===== src/shared/phy_led_pkg.sv =====
// Package: constants and types for the PHY mode and indicator block
package phy_led_pkg;
    // Operation select codes
    localparam logic [2:0] OPSEL_AN_ALL = 3'h0;
    localparam logic [2:0] OPSEL_AN_100 = 3'h1;
    localparam logic [2:0] OPSEL_AN_10 = 3'h2;
    localparam logic [2:0] OPSEL_RSVD = 3'h3;
    localparam logic [2:0] OPSEL_F100_FDX = 3'h4;
    localparam logic [2:0] OPSEL_F100_HDX = 3'h5;
    localparam logic [2:0] OPSEL_F10_FDX = 3'h6;
    localparam logic [2:0] OPSEL_F10_HDX = 3'h7;
    localparam logic [3:0] TEST_NORMAL = 4'h0;
    // Ability bit positions: 10H, 10F, 100H, 100F
    localparam int ABIL_10H = 0;
    localparam int ABIL_10F = 1;
    localparam int ABIL_100H = 2;
    localparam int ABIL_100F = 3;
    localparam logic [3:0] ABIL_ALL = 4'hf;
    localparam logic [3:0] ABIL_100 = 4'hc;
    localparam logic [3:0] ABIL_10 = 4'h3;
    localparam logic [3:0] ABIL_NONE = 4'h0;
    // Clock and timing
    localparam int CLK_MHZ = 100;
    localparam int FLASH_HALF_MS = 50;
    localparam int FLASH_HALF_CYC = FLASH_HALF_MS * CLK_MHZ * 1000;
    localparam int RESET_MIN_NS = 2000;
    localparam int RESET_MIN_CYC = (RESET_MIN_NS * CLK_MHZ + 999) / 1000;

    // Link configuration derived from the strap
    typedef struct packed {
        logic autoneg;
        logic [3:0] abil;
        logic speed100;
        logic full_dpx;
    } link_cfg_t;

    // Raw status from the PHY core
    typedef struct packed {
        logic link_up;
        logic speed100;
        logic full_dpx;
        logic coll;
        logic rx_act;
        logic tx_act;
    } phy_stat_t;
endpackage


===== src/hw/phy_mode_led_status.sv =====
// Strap decode and indicator driver for the embedded Ethernet PHY
//
// Contract
// - Strap 000: negotiate, advertising all speed and duplex abilities.
// - Strap 001 advertises only 100 FDX/HDX; 010 only 10 FDX/HDX.
// - Strap 100 forces 100 full duplex; 101 forces 100 half duplex.
// - Strap 110 forces 10 full; 111 forces 10 half; no negotiation.
// - Link indicator low while a good link exists.
// - Link indicator steady when idle, flashes during traffic.
// - Speed indicator low at 100 Mbit, high otherwise.
// - Duplex indicator low in full duplex, high in half.
// - Collision indicator low while collision is detected.
// - Receive indicator low while receiving frames.
// - Transmit indicator low while transmitting frames.
`timescale 1ns/1ps
module phy_mode_led_status
    import phy_led_pkg::*;
#(
    parameter int FLASH_HALF = FLASH_HALF_CYC
) (
    input wire logic CLK,
    input wire logic RST,
    input wire logic [2:0] PHY_OPERATION_SELECT,
    input wire logic [3:0] FACTORY_TEST_SELECT,
    input wire logic PHY_LINK_UP,
    input wire logic PHY_SPEED100,
    input wire logic PHY_FULL_DPX,
    input wire logic PHY_COLL,
    input wire logic PHY_RX_ACT,
    input wire logic PHY_TX_ACT,
    output logic CFG_AUTONEG,
    output logic [3:0] CFG_ABILITY,
    output logic CFG_SPEED100,
    output logic CFG_FULL_DPX,
    output logic TEST_MODE_ACTIVE,
    output logic LINK_INDICATOR_N,
    output logic SPEED_INDICATOR_N,
    output logic DUPLEX_INDICATOR_N,
    output logic COLLISION_INDICATOR_N,
    output logic RX_ACTIVITY_INDICATOR_N,
    output logic TX_ACTIVITY_INDICATOR_N
);

    // Strap decode; reserved code falls back to full negotiation
    function automatic link_cfg_t decode_opsel(input logic [2:0] sel);
        link_cfg_t c;
        c = '{autoneg: 1'b1, abil: ABIL_ALL, speed100: 1'b1,
              full_dpx: 1'b1};
        case (sel)
            OPSEL_AN_ALL: c.abil = ABIL_ALL;
            OPSEL_AN_100: c.abil = ABIL_100;
            OPSEL_AN_10: c.abil = ABIL_10;
            OPSEL_F100_FDX: c = '{1'b0, ABIL_NONE, 1'b1, 1'b1};
            OPSEL_F100_HDX: c = '{1'b0, ABIL_NONE, 1'b1, 1'b0};
            OPSEL_F10_FDX: c = '{1'b0, ABIL_NONE, 1'b0, 1'b1};
            OPSEL_F10_HDX: c = '{1'b0, ABIL_NONE, 1'b0, 1'b0};
            default: c.abil = ABIL_ALL;
        endcase
        return c;
    endfunction

    // Two-stage synchronisers for straps and PHY status
    logic [2:0] opsel_s1_ff, opsel_s2_ff;
    logic [3:0] test_s1_ff, test_s2_ff;
    phy_stat_t stat_s1_ff, stat_s2_ff;
    logic [2:0] nxt_opsel_s1, nxt_opsel_s2;
    logic [3:0] nxt_test_s1, nxt_test_s2;
    phy_stat_t nxt_stat_s1, nxt_stat_s2, stat_in;

    always_comb begin
        stat_in = '{PHY_LINK_UP, PHY_SPEED100, PHY_FULL_DPX, PHY_COLL,
                    PHY_RX_ACT, PHY_TX_ACT};
        nxt_opsel_s1 = PHY_OPERATION_SELECT;
        nxt_opsel_s2 = opsel_s1_ff;
        nxt_test_s1 = FACTORY_TEST_SELECT;
        nxt_test_s2 = test_s1_ff;
        nxt_stat_s1 = stat_in;
        nxt_stat_s2 = stat_s1_ff;
        if (RST) begin
            nxt_opsel_s1 = OPSEL_AN_ALL;
            nxt_opsel_s2 = OPSEL_AN_ALL;
            nxt_test_s1 = TEST_NORMAL;
            nxt_test_s2 = TEST_NORMAL;
            nxt_stat_s1 = '0;
            nxt_stat_s2 = '0;
        end
    end

    always_ff @(posedge CLK) begin
        opsel_s1_ff <= nxt_opsel_s1;
        opsel_s2_ff <= nxt_opsel_s2;
        test_s1_ff <= nxt_test_s1;
        test_s2_ff <= nxt_test_s2;
        stat_s1_ff <= nxt_stat_s1;
        stat_s2_ff <= nxt_stat_s2;
    end

    // Flash timer: free-running while traffic flows on a live link
    localparam int CW = $clog2(FLASH_HALF + 1);
    logic [CW-1:0] flash_cnt_ff, nxt_flash_cnt;
    logic flash_ph_ff, nxt_flash_ph;
    logic busy;

    always_comb begin
        busy = stat_s2_ff.rx_act | stat_s2_ff.tx_act;
        nxt_flash_cnt = flash_cnt_ff;
        nxt_flash_ph = flash_ph_ff;
        if (RST || !stat_s2_ff.link_up || !busy) begin
            // Idle restarts the blink in the lit phase
            nxt_flash_cnt = '0;
            nxt_flash_ph = 1'b0;
        end else if (flash_cnt_ff == CW'(FLASH_HALF - 1)) begin
            nxt_flash_cnt = '0;
            nxt_flash_ph = ~flash_ph_ff;
        end else begin
            nxt_flash_cnt = flash_cnt_ff + CW'(1);
        end
    end

    always_ff @(posedge CLK) begin
        flash_cnt_ff <= nxt_flash_cnt;
        flash_ph_ff <= nxt_flash_ph;
    end

    // Output registers; all indicators dark (high) in reset
    link_cfg_t cfg_ff, nxt_cfg;
    logic test_ff, nxt_test;
    logic [5:0] ind_n_ff, nxt_ind_n;

    always_comb begin
        nxt_cfg = decode_opsel(opsel_s2_ff);
        nxt_test = (test_s2_ff != TEST_NORMAL);
        // Dark phase only counts while traffic flows, so idle lights at once
        nxt_ind_n[5] = ~(stat_s2_ff.link_up & ~(flash_ph_ff & busy));
        // Speed and duplex only mean anything with a link up
        nxt_ind_n[4] = ~(stat_s2_ff.link_up & stat_s2_ff.speed100);
        nxt_ind_n[3] = ~(stat_s2_ff.link_up & stat_s2_ff.full_dpx);
        nxt_ind_n[2] = ~stat_s2_ff.coll;
        nxt_ind_n[1] = ~stat_s2_ff.rx_act;
        nxt_ind_n[0] = ~stat_s2_ff.tx_act;
        if (RST) begin
            nxt_cfg = decode_opsel(OPSEL_AN_ALL);
            nxt_test = 1'b0;
            nxt_ind_n = 6'h3f;
        end
    end

    always_ff @(posedge CLK) begin
        cfg_ff <= nxt_cfg;
        test_ff <= nxt_test;
        ind_n_ff <= nxt_ind_n;
    end

    always_comb begin
        CFG_AUTONEG = cfg_ff.autoneg;
        CFG_ABILITY = cfg_ff.abil;
        CFG_SPEED100 = cfg_ff.speed100;
        CFG_FULL_DPX = cfg_ff.full_dpx;
        TEST_MODE_ACTIVE = test_ff;
        LINK_INDICATOR_N = ind_n_ff[5];
        SPEED_INDICATOR_N = ind_n_ff[4];
        DUPLEX_INDICATOR_N = ind_n_ff[3];
        COLLISION_INDICATOR_N = ind_n_ff[2];
        RX_ACTIVITY_INDICATOR_N = ind_n_ff[1];
        TX_ACTIVITY_INDICATOR_N = ind_n_ff[0];
    end

    // Lit-run counter: a lamp held lit under traffic means the blink died
    localparam logic [CW:0] LIT_MAX = (CW+1)'(FLASH_HALF + 2);
    logic [CW:0] lit_run_ff, nxt_lit_run;

    always_comb begin
        nxt_lit_run = '0;
        if (!RST && !ind_n_ff[5] && stat_s2_ff.link_up && busy) begin
            nxt_lit_run = lit_run_ff + (CW+1)'(1);
        end
    end

    always_ff @(posedge CLK) begin
        lit_run_ff <= nxt_lit_run;
    end
endmodule


===== config.mk =====
export PLATFORM = sky130hd
export DESIGN_NAME = phy_mode_led_status
export DESIGN_NICKNAME = d
export VERILOG_FILES = /design/src/shared/phy_led_pkg.sv /design/src/hw/phy_mode_led_status.sv
export SDC_FILE = /design/constraint.sdc
export NUM_CORES = 1
export LEC_CHECK = 0
export BUFFER_PORTS_ARGS = -buffer_cell sky130_fd_sc_hd__buf_4
export CAP_MARGIN = 20
export CORE_MARGIN = 3
export CORE_UTILIZATION = 50
export CTS_CLUSTER_SIZE = 10
export DETAILED_ROUTE_END_ITERATION = 16
export GPL_ROUTABILITY_DRIVEN = 0
export PLACE_DENSITY_LB_ADDON = 0.25
export SETUP_SLACK_MARGIN = 0.5
export SYNTH_ARGS = -nofsm -noshare
export SYNTH_HDL_FRONTEND = slang
export SYNTH_SLANG_ARGS = --single-unit

===== constraint.sdc =====
create_clock -name CLK -period 1.9 [get_ports CLK]
set_input_delay 0.095 -clock CLK [delete_from_list [all_inputs] [get_ports CLK]]
set_output_delay 0.095 -clock CLK [all_outputs]
set_load 0.01 [all_outputs]

* After elaboration in Yosys (flattened, before gate mapping)
Cells that the tools add are included.
** Operators by class
- Bitwise operators :: 13
- Mux-type cells :: 3
- Eq/ne operators :: 7
- Add/subtract/negate cells :: 1
- Reduce and logical (&&, ||, !) cells :: 7
** Operator list (count)
- adder 23 x 1 -> 23 bit, second input constant :: 1
- equality test 23 bit, second input constant :: 1
- equality test 3 bit, second input constant :: 4
- one-hot mux 4 bit (3 select lines) :: 1
- NOT 1 bit :: 8
- one-hot mux 2 bit (3 select lines) :: 1
- bitwise AND 1 bit :: 4
- nonzero test 4 bit :: 1
- OR reduction 4 bit :: 1
- equality test 3 x 1 -> 1 bit, second input constant :: 1
- equality test 3 x 2 -> 1 bit, second input constant :: 1
- logical NOT 1 bit :: 2
- logical OR 1 bit :: 2
- OR reduction 2 bit :: 1
- 2-to-1 mux 1 bit :: 1
- OR 1 bit :: 1
** Storage, ports and cells
- Register bits :: 64

* Logic depth before layout (Yosys ltp)
- Depth after elaboration :: 5
- Mapped depth :: 6
- Gate-level depth less buffers :: 5

* Least setup slack after synthesis
OpenSTA, ideal clock, no wires.
- Kind :: reg2reg
- Start :: register flash_cnt_ff[2]
- End :: register flash_cnt_ff[17]
- Cell stages (with the launch flop) :: 5
- Library setup time :: 0.080 ns
- Slack :: 0.179 ns
- Period minus slack after synthesis :: 1.721 ns
- Required time :: 1.820 ns
- Arrival time :: 1.641 ns
- Path buffers :: 0
- Cells stage by stage :: dfxtp_1 -> nand4_2 -> or4_4 -> or3_1 -> a211oi_2
** Between the ends
- Cells in the longest elaborated chain, start to end :: 2
** Ends and longest elaborated chain
- from (decl) :: line phy_mode_led_status.sv:100 : logic [CW-1:0] flash_cnt_ff, nxt_flash_cnt;
- from (signal assigned) :: line phy_mode_led_status.sv:121 : flash_cnt_ff <= nxt_flash_cnt;
- branches (longest 2 deep; another with adder 23 x 1 -> 23 bit)
Parallel ways; which one is timed is not known.
A chain may end at the register's enable or synchronous reset.

* Worst setup path after layout
- Start :: register flash_cnt_ff[8]
- End :: register flash_cnt_ff[17]
The elaborated chain is that of the path after synthesis.

==> run_results.csv <==
group,metric,value,unit
logic_synthesis,syn_avg_cell_area,10.12,µm²
global_routing,overflow,0,
floorplanning,chipWidth,72.87,µm
timing,setup_viol,0,
clock_network,cts_tree,"done",
timing,fin_tns_setup,0,ns
power,powerDensity,815.6,nW/µm²
floorplanning,core_area,4144,µm²
placement,hpwl,2.738,mm
placement,portBuffers,28,
routing,wirelength,5.042,mm
logic_synthesis,yosysWarnings,0,
critical_path,r2r-start,"flash_cnt_ff[8]",
global_routing,met2_usage,0.3116,
global_routing,grt_max_degree,36,
critical_path,critPathArrivalTime,1.91,ns
timing,period_share,0.8760,
critical_path,crit_path_max_fanout,5,
timing,relSlewSlack,0.3656,
critical_path,crit_path_end_kind,"flop",
critical_path,crit_chain,"nand4_4 -> or4_4 -> or3_1 -> a211oi_2",
timing,layout_setup_ws,0.2356,ns
floorplanning,die_y,72.87,µm
routing,ant_nets,0,
logic_synthesis,synth_async_sr_flop_share,0,
global_routing,met1_usage,0.2639,
final_layout,finalNetCount,303,
routing,routed_via_density,5.336,
power,irDropWorstVdd,669.7,µV
critical_path,cp_slowest_cell,"or4_4",
global_routing,grt_pass1_wl,8.190,mm
global_routing,grt_pass1_vias,1756,
placement,pre_cts_slack,0.1640,ns
routing,drc_errors,0,
global_routing,top_usage_layer,"met2",
clock_network,clockRootBuffer,"clkbuf_8",
timing,skew,0.006000,ns
logic_synthesis,synth-edff-count,0,
timing,hold_viol,0,
final_layout,nFillCells,244,
final_layout,multiInputGateArea,1105,µm²
logic_synthesis,synth_cell_type_count,35,
hold_path,hp-start,"RST",
clock_network,cts.sinks,62,
hold_path,hold_path.class,"in2reg",
critical_path,crit_type,"reg2reg",
logic_synthesis,synthCells,221,
timing,worst_pin_slew,0.9515,ns
power,p_comb_frac,0.038,
final_layout,area_growth,45.44,%
critical_path,cp.required,2.15,ns
floorplanning,die-area,5310,µm²
critical_path,max_stage_delay,0.56,ns
final_layout,layout_common_cells,"buf_4 (45), dfxtp_1 (44), nor2b_1 (30)",
floorplanning,boundaryPins,29,
logic_synthesis,seq_area_frac_synth,0.5551,
final_layout,antennaDiodeCount,0,
logic_synthesis,synthFlopType,"dfxtp_1",
clock_network,clk_path_buf_depth,2,
global_routing,antenna_found_initial,0,
timing,rsz0062_at_grt,"true",
power,p_sw,0.0005498,W
logic_synthesis,ys_ff_latch,62,
timing,maxSlewViolCount,0,
clock_network,clk_pin_slew,0.07,ns
global_routing,use_met3,0.06612,
final_layout,seq_area,1299,µm²
logic_synthesis,syn_area,2236,µm²
final_layout,post_route_cells_drive_above_1_share,0.3870,
logic_synthesis,syn_nets,237,
clock_network,clock_latency,0.33,ns
timing,min_period,1.664,ns
run,max_cap_viol_count,0,
routing,wire_per_inst,14.74,µm
floorplanning,num_rows,23,
routing,first_pass_iters,5,
critical_path,critPathLaunchType,"flop",
routing,drtIter0Drc,168,
power,p_sw_frac,0.2073,
clock_network,cts_buffers,9,
floorplanning,start_util,0.5396,
power,clockPowerShare,0.463,
outcome,outcome,"finished clean",
power,intPower,0.002103,W
routing,dr_total_vias,1825,
final_layout,final_common_cell,"buf_4",
global_routing,gr-usage-all-layers,0.2027,
critical_path,crit_start,"flash_cnt_ff[8]",
clock_network,h-tree-depth,3,
power,p_leak,1.248,nW
power,power_frac_seq,0.499,
timing,timing.fmax,0.6008,GHz
==> cell usage after synthesis, types with 3 or more instances <==
| library cell | count | area share |
|---|---|---|
| nor2_1 | 6 | 0.010 |
| mux2i_1 | 3 | 0.013 |
| or3_1 | 5 | 0.014 |
| xor2_1 | 9 | 0.035 |
| nor4_1 | 5 | 0.014 |
| nand3_1 | 10 | 0.022 |
| nor2b_1 | 30 | 0.084 |
| nand4_1 | 4 | 0.011 |
| nand2b_1 | 4 | 0.011 |
| clkbuf_1 | 7 | 0.012 |
| dfxtp_1 | 62 | 0.56 |
| nand4_2 | 3 | 0.017 |
| xnor2_1 | 5 | 0.020 |
| and3_1 | 3 | 0.0084 |
| inv_1 | 3 | 0.0050 |
| nor3_1 | 17 | 0.038 |
| o21ai_0 | 6 | 0.013 |
| nand2_1 | 13 | 0.022 |
==> critical path, delay by kind of cell, from the launching register on <==
family / cells / cell delay (ns)
AND/OR/NAND/NOR: 3 / 1.05
AO/OA/AOI/OAI: 1 / 0.18
flip-flops: 1 / 0.36
==> stage by stage <==
step	util	cells	total power (W)	cell area, µm²	hold WS (ns)
global route	0.7847	342	0.002747	3252	0.1514
CTS	0.7591	334	0.002671	3146	0.1338
floorplan	-	221	0.001406	2337	0.1666
finish	0.7847	342	0.002652	3252	0.1335
detailed placement	0.6211	291	0.001448	2574	0.3095
global placement	0.6211	291	0.001444	2574	0.3050
==> final cells by class <==
type / count / area share
timing repair buffer: 66 / 0.1716
tap: 50 / 0.01924
clock inverter: 4 / 0.01539
inverter: 3 / 0.003463
multi-input combinational: 145 / 0.3397
clock buffer: 12 / 0.05117
sequential: 62 / 0.3994
==> power groups by stage <==
| stage | clock (W) | combinational, W | sequential (W) |
|---|---|---|---|
| detailed placement | 0 | 0.0000808 | 0.00137 |
| CTS | 0.00124 | 0.000102 | 0.00133 |
| global route | 0.00131 | 0.000113 | 0.00133 |
| global placement | 0 | 0.0000784 | 0.00137 |
| floorplan | 0 | 0.0000391 | 0.00137 |
| finish | 0.00123 | 0.000102 | 0.00132 |
==> state kept, by name, indices dropped and copies added (netlist names), 2 cells and up <==
name          flops
CFG_ABILITY       2
flash_cnt_ff     23
ind_n_ff          6
opsel_s1_ff       3
opsel_s2_ff       3
stat_s1_ff        6
stat_s2_ff        6
test_s1_ff        4
test_s2_ff        4
==> repair_timing <==
item | 4_1_cts | 5_1_grt
gates cloned | 1 | 0
endpoints found under the setup margin | 24 | 24
hold buffers | 13 | 0
gates resized for setup | 34 | 13
pin swaps | 15 | 10
endpoints found under the hold margin | 13 | 0
buffers inserted | 13 | 8
==> final timing paths <==
check / cells after the start / slack, ns / endpoint
setup / recovery: 4 / 0.24 / flash_cnt_ff[17]
hold / removal: 2 / 0.13 / opsel_s2_ff[1]
setup reg to reg: 4 / 0.24 / flash_cnt_ff[17]
hold reg to reg: 1 / 0.37 / ind_n_ff[3]
==> kinds of logic (layout without fill, tap and decap cells) <==
logic type	count (synthesis)	after routing	share of synthesized area
AO/OA/AOI/OAI	17	17	0.05371
XOR/XNOR	14	14	0.05484
adder cells (fa/ha/maj)	1	1	0.005595
multiplexers	3	3	0.01343
flip-flops	62	62	0.5551
buffers and inverters	14	85	0.02742
AND/OR/NAND/NOR	110	110	0.2899
==> per-layer routing <==
metal	share of wire	up-vias
li1	-	896
met1	0.44	855
met2	0.48	60
met3	0.059	14
met4	0.026	0
met5	0	-
No activity file was read; power rests on OpenSTA's default activity.
